File: config.mk
export PLATFORM = sky130hd
export DESIGN_NAME = pmwc_ctrl
export DESIGN_NICKNAME = d
export VERILOG_FILES = /design/src/pmwc_pkg.sv /design/src/pmwc_ctrl.sv /design/src/pmwc_wake_sel.sv
export SDC_FILE = /design/constraint.sdc
export NUM_CORES = 1
export LEC_CHECK = 0
export BUFFER_PORTS_ARGS = -buffer_cell sky130_fd_sc_hd__buf_2
export CAP_MARGIN = 10
export CORE_UTILIZATION = 45
export DETAILED_ROUTE_END_ITERATION = 10
export PLACE_DENSITY = 0.7
export SLEW_MARGIN = 25
export SYNTH_ARGS = -nofsm -noshare
export SYNTH_HDL_FRONTEND = slang
export SYNTH_SLANG_ARGS = --single-unit
File: constraint.sdc
create_clock -name ref_clk -period 2.3 [get_ports ref_clk]
set_clock_uncertainty 0.1 [all_clocks]
set_input_delay 0.345 -clock ref_clk [delete_from_list [all_inputs] [get_ports ref_clk]]
set_output_delay 0.345 -clock ref_clk [all_outputs]
set_load 0.1 [all_outputs]
File: src/pmwc_pkg.sv
// Package for the power mode and wakeup controller: offsets, fields, codes, timing.
// Assumes a 100 MHz ref_clk and a simple strobe register port from the core.
// Functional notes
// RULE1 - Register retention timers-on takes the same wakeups as memory retention timers-on.
// RULE2 - Tick wakeup uses short pre-start if crystal not started or kept on.
// RULE3 - No short pre-start if power-down entered before crystal was running.
// RULE4 - Register retention wakeup resumes execution without system reset.
// RULE5 - Standby also powers program memory, data memory, regulator and crystal.
// RULE6 - Standby also wakes on radio interrupt and misc interrupt.
// RULE7 - Standby ignores analog comparator wakeup.
// RULE8 - Processor restarts about 100 ns after standby wakeup.
// RULE9 - Standby stops processor clock; peripherals may keep running.
// RULE10 - Active mode powers everything and runs the processor.
// RULE11 - Software turns on the RC oscillator before deep sleep.
// RULE12 - Code 100 enters register retention, both timer variants.
// RULE13 - Active slow-clock source selects timers-on variant, else timers-off.
// RULE14 - Timers-on wakeups are pin, timer tick and comparator level.
// RULE15 - Code 111 enters standby and stops the processor clock.
// RULE16 - Standby wakeup restarts processor clock without reset.
package pmwc_pkg;
	// Register offsets
	localparam logic [7:0] PMWC_CLK_SRC_CTRL_ADDR  = 8'ha3;
	localparam logic [7:0] PMWC_PWR_DOWN_SEL_ADDR  = 8'ha4;
	localparam logic [7:0] PMWC_SLOW_CLK_CTRL_ADDR = 8'had;
	localparam logic [7:0] PMWC_IRQ_STATUS_ADDR    = 8'hb0;
	localparam logic [7:0] PMWC_IRQ_CLEAR_ADDR     = 8'hb1;
	localparam logic [7:0] PMWC_IRQ_ENABLE_ADDR    = 8'hb2;
	// Reset values
	localparam logic [7:0] PMWC_CLK_SRC_CTRL_RST   = 8'h00;
	localparam logic [2:0] PMWC_SLOW_SRC_RST       = 3'h7;
	// Field positions
	localparam int PMWC_KEEP_XTAL_BIT = 7;
	localparam int PMWC_START_HI      = 5;
	localparam int PMWC_START_LO      = 4;
	localparam int PMWC_XTAL_RUN_BIT  = 3;
	localparam int PMWC_WAKE_PIN_BIT  = 7;
	localparam int PMWC_WAKE_TICK_BIT = 6;
	localparam int PMWC_WAKE_CMP_BIT  = 5;
	// Start field code, slow-clock none code and lowest reserved slow-clock code
	localparam logic [1:0] PMWC_START_RC_ONLY = 2'h1;
	localparam logic [2:0] PMWC_SLOW_NONE     = 3'h7;
	localparam logic [2:0] PMWC_SLOW_RSV_LO   = 3'h5;
	// Power-down codes
	localparam logic [2:0] PMWC_PD_NONE      = 3'h0;
	localparam logic [2:0] PMWC_PD_DEEP      = 3'h1;
	localparam logic [2:0] PMWC_PD_MEM_OFF   = 3'h2;
	localparam logic [2:0] PMWC_PD_MEM_ON    = 3'h3;
	localparam logic [2:0] PMWC_PD_REG_RET   = 3'h4;
	localparam logic [2:0] PMWC_PD_STANDBY   = 3'h7;
	// Interrupt status bits: 0 pin, 1 tick, 2 comparator, 3 radio, 4 misc
	localparam int PMWC_NUM_EVT = 5;
	// Timing
	localparam int CLK_PERIOD_NS     = 10;
	localparam int STANDBY_RESTART_NS = 100;
	localparam int STANDBY_RESTART_CYC = STANDBY_RESTART_NS / CLK_PERIOD_NS;
	localparam int SHORT_PRESTART_CYC  = 4;
	localparam int LONG_PRESTART_CYC   = 64;
	localparam int PMWC_CNT_W          = 8;

	typedef enum logic [2:0] {
		PMWC_ACTIVE, PMWC_REG_RET, PMWC_STANDBY, PMWC_PRESTART, PMWC_RESTART
	} pmwc_state_t;

	typedef struct packed {
		logic pin;
		logic tick;
		logic cmp;
		logic radio;
		logic misc;
	} pmwc_wake_t;

	typedef struct packed {
		logic cpu_clk_en;
		logic prog_mem;
		logic data_mem;
		logic voltage_regulator;
		logic fast_xtal;
		logic slow_clk;
	} pmwc_power_t;
endpackage

File: src/pmwc_ctrl.sv
// Our own choices: the strobed register port and the placing of the registers.
`timescale 1ns/10ps
// Power mode and wakeup controller top: registers, mode FSM, power outputs.
// Assumes a single-cycle strobe register port driven by the core on ref_clk.
module pmwc_ctrl
	import pmwc_pkg::*;
(
	// Clock and reset
	input  wire logic        ref_clk,
	input  wire logic        rst,
	// Register port
	input  wire logic [7:0]  reg_addr,
	input  wire logic [7:0]  reg_wdata,
	input  wire logic        reg_wr,
	input  wire logic        reg_rd,
	output logic      [7:0]  reg_rdata,
	// Oscillator status
	input  wire logic        fast_crystal_osc_running,
	// Wakeup sources
	input  wire logic        wake_pin,
	input  wire logic        wake_tick,
	input  wire logic        wake_cmp,
	input  wire logic        radio_irq,
	input  wire logic        misc_irq_a,
	// Power, clock, reset and interrupt outputs
	output pmwc_power_t      power_en,
	output logic             fast_xtal_prestart,
	output logic             sys_reset_req,
	output logic             irq
);
	pmwc_state_t state_r;
	pmwc_state_t state_nxt;
	logic [7:0]  clk_src_r;
	logic [2:0]  slow_src_r;
	logic [2:0]  prev_mode_r;
	logic [2:0]  wake_flags_r;
	logic [PMWC_NUM_EVT-1:0] irq_stat_r;
	logic [PMWC_NUM_EVT-1:0] irq_en_r;
	logic [PMWC_CNT_W-1:0]   cnt_r;
	logic        short_ok_r;
	logic        timers_on;
	logic        enter_rr;
	logic        enter_sb;
	logic        enter_other;
	logic        woke;
	logic        short_pre;
	pmwc_wake_t  src;
	pmwc_wake_t  hit;
	logic [PMWC_NUM_EVT-1:0] evt;
	logic [PMWC_NUM_EVT-1:0] clr;

	assign src = '{pin: wake_pin, tick: wake_tick, cmp: wake_cmp,
		radio: radio_irq, misc: misc_irq_a};

	pmwc_wake_sel u_wake_sel (
		.mode      (state_r),
		.timers_on (timers_on),
		.src       (src),
		.hit       (hit)
	);

	// RULE13 timers-on variant
	assign timers_on = (slow_src_r != PMWC_SLOW_NONE) && (slow_src_r < PMWC_SLOW_RSV_LO);

	// RULE12 code 100 entry
	assign enter_rr = reg_wr && (reg_addr == PMWC_PWR_DOWN_SEL_ADDR)
		&& (reg_wdata[2:0] == PMWC_PD_REG_RET) && (state_r == PMWC_ACTIVE);
	// RULE15 code 111 entry
	assign enter_sb = reg_wr && (reg_addr == PMWC_PWR_DOWN_SEL_ADDR)
		&& (reg_wdata[2:0] == PMWC_PD_STANDBY) && (state_r == PMWC_ACTIVE);
	// Codes of modes outside this block only record the previous mode and clear the wake flags
	assign enter_other = reg_wr && (reg_addr == PMWC_PWR_DOWN_SEL_ADDR)
		&& (reg_wdata[2:0] inside {PMWC_PD_DEEP, PMWC_PD_MEM_OFF, PMWC_PD_MEM_ON})
		&& (state_r == PMWC_ACTIVE);

	assign woke = |hit;

	// RULE2 short pre-start cases
	assign short_pre = ((clk_src_r[PMWC_START_HI:PMWC_START_LO] == PMWC_START_RC_ONLY)
		|| clk_src_r[PMWC_KEEP_XTAL_BIT]) && short_ok_r;

	// Clock source and slow clock control registers
	always_ff @(posedge ref_clk or posedge rst) begin
		if (rst) begin
			clk_src_r  <= PMWC_CLK_SRC_CTRL_RST;
			slow_src_r <= PMWC_SLOW_SRC_RST;
		end else if (reg_wr) begin
			if (reg_addr == PMWC_CLK_SRC_CTRL_ADDR) begin
				clk_src_r <= reg_wdata;
			end
			if (reg_addr == PMWC_SLOW_CLK_CTRL_ADDR) begin
				slow_src_r <= reg_wdata[2:0];
			end
		end
	end

	// RULE3 crystal running at entry
	always_ff @(posedge ref_clk or posedge rst) begin
		if (rst) begin
			short_ok_r <= 1'b0;
		end else if (enter_rr) begin
			short_ok_r <= fast_crystal_osc_running;
		end
	end

	// Previous mode and wakeup cause flags, cleared by read or entry
	always_ff @(posedge ref_clk or posedge rst) begin
		if (rst) begin
			prev_mode_r  <= PMWC_PD_NONE;
			wake_flags_r <= 3'h0;
		end else begin
			if (enter_rr || enter_sb || enter_other) begin
				prev_mode_r  <= reg_wdata[2:0];
				wake_flags_r <= 3'h0;
			end else if (state_r == PMWC_REG_RET && woke) begin
				wake_flags_r <= {hit.pin, hit.tick, hit.cmp};
			end else if (reg_rd && reg_addr == PMWC_PWR_DOWN_SEL_ADDR) begin
				wake_flags_r <= 3'h0;
			end
		end
	end

	// Mode state machine
	always_comb begin
		state_nxt = state_r;
		case (state_r)
			PMWC_ACTIVE: begin
				if (enter_rr) begin
					state_nxt = PMWC_REG_RET;
				end else if (enter_sb) begin
					state_nxt = PMWC_STANDBY;
				end
			end
			PMWC_REG_RET: begin
				if (woke) begin
					state_nxt = PMWC_PRESTART;
				end
			end
			PMWC_STANDBY: begin
				if (woke) begin
					state_nxt = PMWC_RESTART;
				end
			end
			PMWC_PRESTART: begin
				if (cnt_r == '0) begin
					state_nxt = PMWC_ACTIVE;
				end
			end
			PMWC_RESTART: begin
				if (cnt_r == '0) begin
					state_nxt = PMWC_ACTIVE;
				end
			end
			default: state_nxt = PMWC_ACTIVE;
		endcase
	end

	always_ff @(posedge ref_clk or posedge rst) begin
		if (rst) begin
			state_r <= PMWC_ACTIVE;
		end else begin
			state_r <= state_nxt;
		end
	end

	// Start-up delay counter
	always_ff @(posedge ref_clk or posedge rst) begin
		if (rst) begin
			cnt_r <= '0;
		end else if (state_r == PMWC_REG_RET && woke) begin
			if (hit.tick && short_pre) begin
				cnt_r <= PMWC_CNT_W'(SHORT_PRESTART_CYC - 1);
			end else begin
				cnt_r <= PMWC_CNT_W'(LONG_PRESTART_CYC - 1);
			end
		end else if (state_r == PMWC_STANDBY && woke) begin
			// RULE8 about 100 ns
			cnt_r <= PMWC_CNT_W'(STANDBY_RESTART_CYC - 1);
		end else if (cnt_r != '0) begin
			cnt_r <= cnt_r - 1'b1;
		end
	end

	// RULE4 no reset on wakeup
	// RULE16 resume without reset
	always_ff @(posedge ref_clk or posedge rst) begin
		if (rst) begin
			sys_reset_req <= 1'b0;
		end else begin
			sys_reset_req <= 1'b0;
		end
	end

	// RULE2 crystal pre-start window
	always_ff @(posedge ref_clk or posedge rst) begin
		if (rst) begin
			fast_xtal_prestart <= 1'b0;
		end else begin
			fast_xtal_prestart <= (state_nxt == PMWC_PRESTART);
		end
	end

	// Power domain outputs
	always_ff @(posedge ref_clk or posedge rst) begin
		if (rst) begin
			power_en <= '1;
		end else begin
			case (state_nxt)
				PMWC_REG_RET: begin
					power_en.cpu_clk_en <= 1'b0;
					power_en.prog_mem   <= 1'b0;
					power_en.data_mem   <= 1'b0;
					power_en.voltage_regulator       <= 1'b0;
					power_en.fast_xtal  <= clk_src_r[PMWC_KEEP_XTAL_BIT];
					power_en.slow_clk   <= timers_on;
				end
				PMWC_STANDBY, PMWC_RESTART: begin
					// RULE9 processor clock stopped
					power_en.cpu_clk_en <= 1'b0;
					// RULE5 standby keeps memories
					power_en.prog_mem   <= 1'b1;
					power_en.data_mem   <= 1'b1;
					power_en.voltage_regulator       <= 1'b1;
					power_en.fast_xtal  <= 1'b1;
					power_en.slow_clk   <= timers_on;
				end
				PMWC_PRESTART: begin
					power_en.cpu_clk_en <= 1'b0;
					power_en.prog_mem   <= 1'b1;
					power_en.data_mem   <= 1'b1;
					power_en.voltage_regulator       <= 1'b1;
					power_en.fast_xtal  <= 1'b1;
					power_en.slow_clk   <= timers_on;
				end
				default: begin
					// RULE10 everything powered
					power_en <= '1;
				end
			endcase
		end
	end

	// Interrupt status, clear and enable
	assign evt = {hit.misc, hit.radio, hit.cmp, hit.tick, hit.pin};
	assign clr = (reg_wr && reg_addr == PMWC_IRQ_CLEAR_ADDR) ?
		reg_wdata[PMWC_NUM_EVT-1:0] : '0;

	genvar g;
	generate
		for (g = 0; g < PMWC_NUM_EVT; g++) begin : g_stat
			always_ff @(posedge ref_clk or posedge rst) begin
				if (rst) begin
					irq_stat_r[g] <= 1'b0;
				end else if (evt[g]) begin
					irq_stat_r[g] <= 1'b1;
				end else if (clr[g]) begin
					irq_stat_r[g] <= 1'b0;
				end
			end
		end
	endgenerate

	always_ff @(posedge ref_clk or posedge rst) begin
		if (rst) begin
			irq_en_r <= '0;
			irq      <= 1'b0;
		end else begin
			if (reg_wr && reg_addr == PMWC_IRQ_ENABLE_ADDR) begin
				irq_en_r <= reg_wdata[PMWC_NUM_EVT-1:0];
			end
			irq <= |(irq_stat_r & irq_en_r);
		end
	end

	// Read data, valid the cycle after the read strobe
	always_ff @(posedge ref_clk or posedge rst) begin
		if (rst) begin
			reg_rdata <= 8'h00;
		end else if (reg_rd) begin
			case (reg_addr)
				PMWC_CLK_SRC_CTRL_ADDR:  reg_rdata <= clk_src_r;
				PMWC_PWR_DOWN_SEL_ADDR:  reg_rdata <= {wake_flags_r, 2'h0, prev_mode_r};
				PMWC_SLOW_CLK_CTRL_ADDR: reg_rdata <= {4'h0, fast_crystal_osc_running,
					slow_src_r};
				PMWC_IRQ_STATUS_ADDR:    reg_rdata <= {3'h0, irq_stat_r};
				PMWC_IRQ_ENABLE_ADDR:    reg_rdata <= {3'h0, irq_en_r};
				default:                 reg_rdata <= 8'h00;
			endcase
		end else begin
			reg_rdata <= 8'h00;
		end
	end
endmodule

File: src/pmwc_wake_sel.sv
`timescale 1ns/10ps
// Wakeup source qualifier per power-down mode.
// Assumes wakeup inputs are synchronous levels or pulses on ref_clk.
module pmwc_wake_sel
	import pmwc_pkg::*;
(
	// Mode
	input  wire pmwc_state_t mode,
	input  wire logic        timers_on,
	// Sources
	input  wire pmwc_wake_t  src,
	// Qualified
	output pmwc_wake_t       hit
);
	always_comb begin
		hit = '0;
		case (mode)
			PMWC_REG_RET: begin
				// RULE1 timers-on sources
				// RULE14 pin tick comparator
				hit.pin  = src.pin;
				hit.tick = src.tick & timers_on;
				hit.cmp  = src.cmp & timers_on;
			end
			PMWC_STANDBY: begin
				hit.pin   = src.pin;
				hit.tick  = src.tick & timers_on;
				// RULE7 comparator ignored
				hit.cmp   = 1'b0;
				// RULE6 radio and misc
				hit.radio = src.radio;
				hit.misc  = src.misc;
			end
			default: hit = '0;
		endcase
	end
endmodule

==> impl_metrics.toml <==
[status]
status = "complete, but fails checks"
violations = "hold timing"

[detailed_routing]
vias = 2107
wl_per_cell_um = 17.2
first_iter_violations = 114
viasPerCell = 5.85
drc_errors = 0
wl_um = 6180
ant_nets = 0
firstDrtPassIters = 4

[cells_and_area]
ff_latch_area_mm2 = 0.00134
n_antenna_cell = 0
nNetsFinal = 312
drive_above_1_share = 0.351
final_cell_mix = "dfrtp_1 (46), buf_2 (41), mux2_2 (19), nor2_1 (18), nand2_1 (17)"
final_common_cell = "dfrtp_1"
multi_input_area_mm2 = 0.00135
n_fill_cell = 536
synthToLayoutAreaGrowth_pct = 11.9
fin_area_mm2 = 0.00313

[pwr]
p_per_area_mw_per_mm2 = 714
static-leakage-power_nw = 1.41
vdd_drop_max_mv = 0.537

[timing]
fin_crit_ns = 1.92
holdWs_ns = -0.0122
max_slew_margin = 0.597
min_period_over_period = 0.836
report.final.slew_viol_count = 0
setup_viol = 0
tightestPinTransition_ns = 0.603
hold_viol_final = 14
fmax_mhz = 520
rsz0062_at_grt = "false"
fin_tns_setup_ns = 0

[logic_synthesis]
syn_nets = 275
yosys_warnings = 0
async_flop_share = 1.00
syn_area_mm2 = 0.00280
synth-seq-area-share = 0.477
ys_ff_latch = 53
synth_edf_count = 0
synthCells = 247
syn_avg_cell_area_um2 = 11.3
ys_types = 64
synthFlopType = "dfrtp_1"

[grt]
grt_pass1_vias = 2082
grt_pass1_wl_um = 10300
grt_use_total = 0.209
grt_max_degree = 28
antenna_found_initial = 0
grt.overflow.total = 0

[placed_design]
hpwl_um = 4650
port_buffers = 41
place_area_mm2 = 0.00304
place.gp.congestion = 0.903

[floorplanning]
rows = 28
pin_count = 43
core_mm2 = 0.00596
start_util = 0.470
die_height_um = 80.9
die_w_um = 80.9
dieArea_mm2 = 0.00654

[clock_tree]
cts_tree = "built"
cts_max_path_buffers = 2
post_cts_buffers = 0
cts_max_level = 2
numClockSinks = 53
clkTransAtPathRegs_ns = 0.10
cts_buffers = 5
insertion_delay_ns = 0.31
ctsResizeCount = 0
cts_hold_buf = 0
cts-root-buf = "clkbuf_8"

[critical_path]
reg2reg_depth = 6
cp.arrival_ns = 2.05
crit_path_end_kind = "flip-flop"
cp-start-kind = "flip-flop"
required_ns = 2.43
setup.worst_path.class = "reg2reg"
critPathMaxFanout = 5

[hold_path]
hp-class = "in2async"

[run]
maxCapViolations = 0
per-layer routing:
metal	vias up	track usage	wire length (um)
met5	-	0	0
met4	0	0.0625	78
met3	8	0.0427	260
met2	62	0.338	2960
met1	1048	0.281	2880
li1	989	-	-
worst max-delay path, stage by stage (launching register included):
cell      delay (ns)
dfrtp_1         0.42
inv_1           0.09
ha_1            0.16
nor3b_1         0.35
a311oi_1        0.22
nand2b_1        0.25
o31ai_1         0.26
logic make-up (layout without fill, tap and decap cells):
| kind of cell | count (synthesis) | count (layout) | synth area share |
|---|---|---|---|
| buf+inv | 23 | 61 | 0.0420 |
| fa+ha+maj | 2 | 2 | 0.00894 |
| mux | 21 | 21 | 0.0836 |
| other cells | 1 | 1 | 0.00134 |
| compound gates | 60 | 60 | 0.186 |
| flops | 53 | 53 | 0.477 |
| xor+xnor | 8 | 8 | 0.0250 |
| simple gates | 79 | 79 | 0.176 |
cell usage after synthesis (all sizes together) (2+ instances only):
cell type / n / area share
ha: 2 / 0.0089
o211a: 2 / 0.0071
and3: 2 / 0.0045
nor2b: 3 / 0.0067
o21ai: 11 / 0.022
or2: 2 / 0.0045
buf: 9 / 0.023
nand2: 17 / 0.023
nor3b: 4 / 0.013
dfrtp: 46 / 0.41
a31o: 2 / 0.0063
mux2: 19 / 0.076
nand2b: 3 / 0.0067
a211oi: 2 / 0.0054
a2bb2oi: 2 / 0.0063
xor2: 2 / 0.0063
a22oi: 6 / 0.016
nor4b: 2 / 0.014
and2: 3 / 0.0071
a21oi: 5 / 0.0089
inv: 11 / 0.015
a222oi: 3 / 0.011
mux2i: 2 / 0.0071
o31ai: 6 / 0.021
nand3b: 3 / 0.0080
nor4: 2 / 0.012
nor3: 6 / 0.013
a22o: 7 / 0.022
a32o: 4 / 0.014
xnor2: 6 / 0.019
clkbuf: 3 / 0.0040
nand3: 4 / 0.0089
nor2: 18 / 0.024
and4bb: 2 / 0.0089
a221oi: 4 / 0.017
dfstp: 7 / 0.066
cell type report:
cell class	count	area share
Clock inverter	3	0.00679
Multi-Input combinational cell	171	0.430
Tap cell	75	0.0300
Timing Repair Buffer	42	0.0719
Clock buffer	5	0.0220
Sequential cell	53	0.426
Inverter	11	0.0132
per-stage QoR:
| stage | total power, mW | hold WS (ns) | setup WS (ns) | utilization | cells |
|---|---|---|---|---|---|
| finish | 2.24 | -0.0122 | 0.376 | 0.526 | 360 |
| global route | 2.36 | 0.0465 | 0.255 | 0.526 | 360 |
| detailed placement | 1.72 | 0.362 | 0.388 | 0.511 | 352 |
| floorplan | 1.61 | 0.351 | 0.562 | - | 247 |
| CTS | 2.26 | 0.0200 | 0.365 | 0.526 | 360 |
| global placement | 1.70 | 0.346 | 0.408 | 0.511 | 352 |
flip-flops by register name (all words and copies together) (netlist names):
name                flops
irq_stat_r              5
irq_en_r                5
wake_flags_r            3
short_ok_r              1
cnt_r                   8
slow_src_r              3
reg_rdata               8
prev_mode_r             3
clk_src_r               8
power_en                4
fast_xtal_prestart      1
state_r                 3
irq                     1
power breakdown:
group / total (mW) / internal, mW / switching (mW)
Combinational: 0.532 / 0.223 / 0.309
Clock: 0.536 / 0.217 / 0.319
Sequential: 1.17 / 1.05 / 0.122
path summary, 6_finish.rpt:
check | slack, ns | endpoint | start
setup / recovery | 0.38 | power_en[0] | cnt_r[0]
hold / removal | -0.01 | irq_stat_r[4] | rst
setup reg to reg | 0.38 | power_en[0] | cnt_r[0]
hold reg to reg | 0.40 | clk_src_r[0] | clk_src_r[0]
max in group asynchronous | 1.49 | slow_src_r[2] | rst
min in group ref_clk | 0.16 | clk_src_r[6] | reg_wdata[6]
No activity file was read; power rests on OpenSTA's default activity.
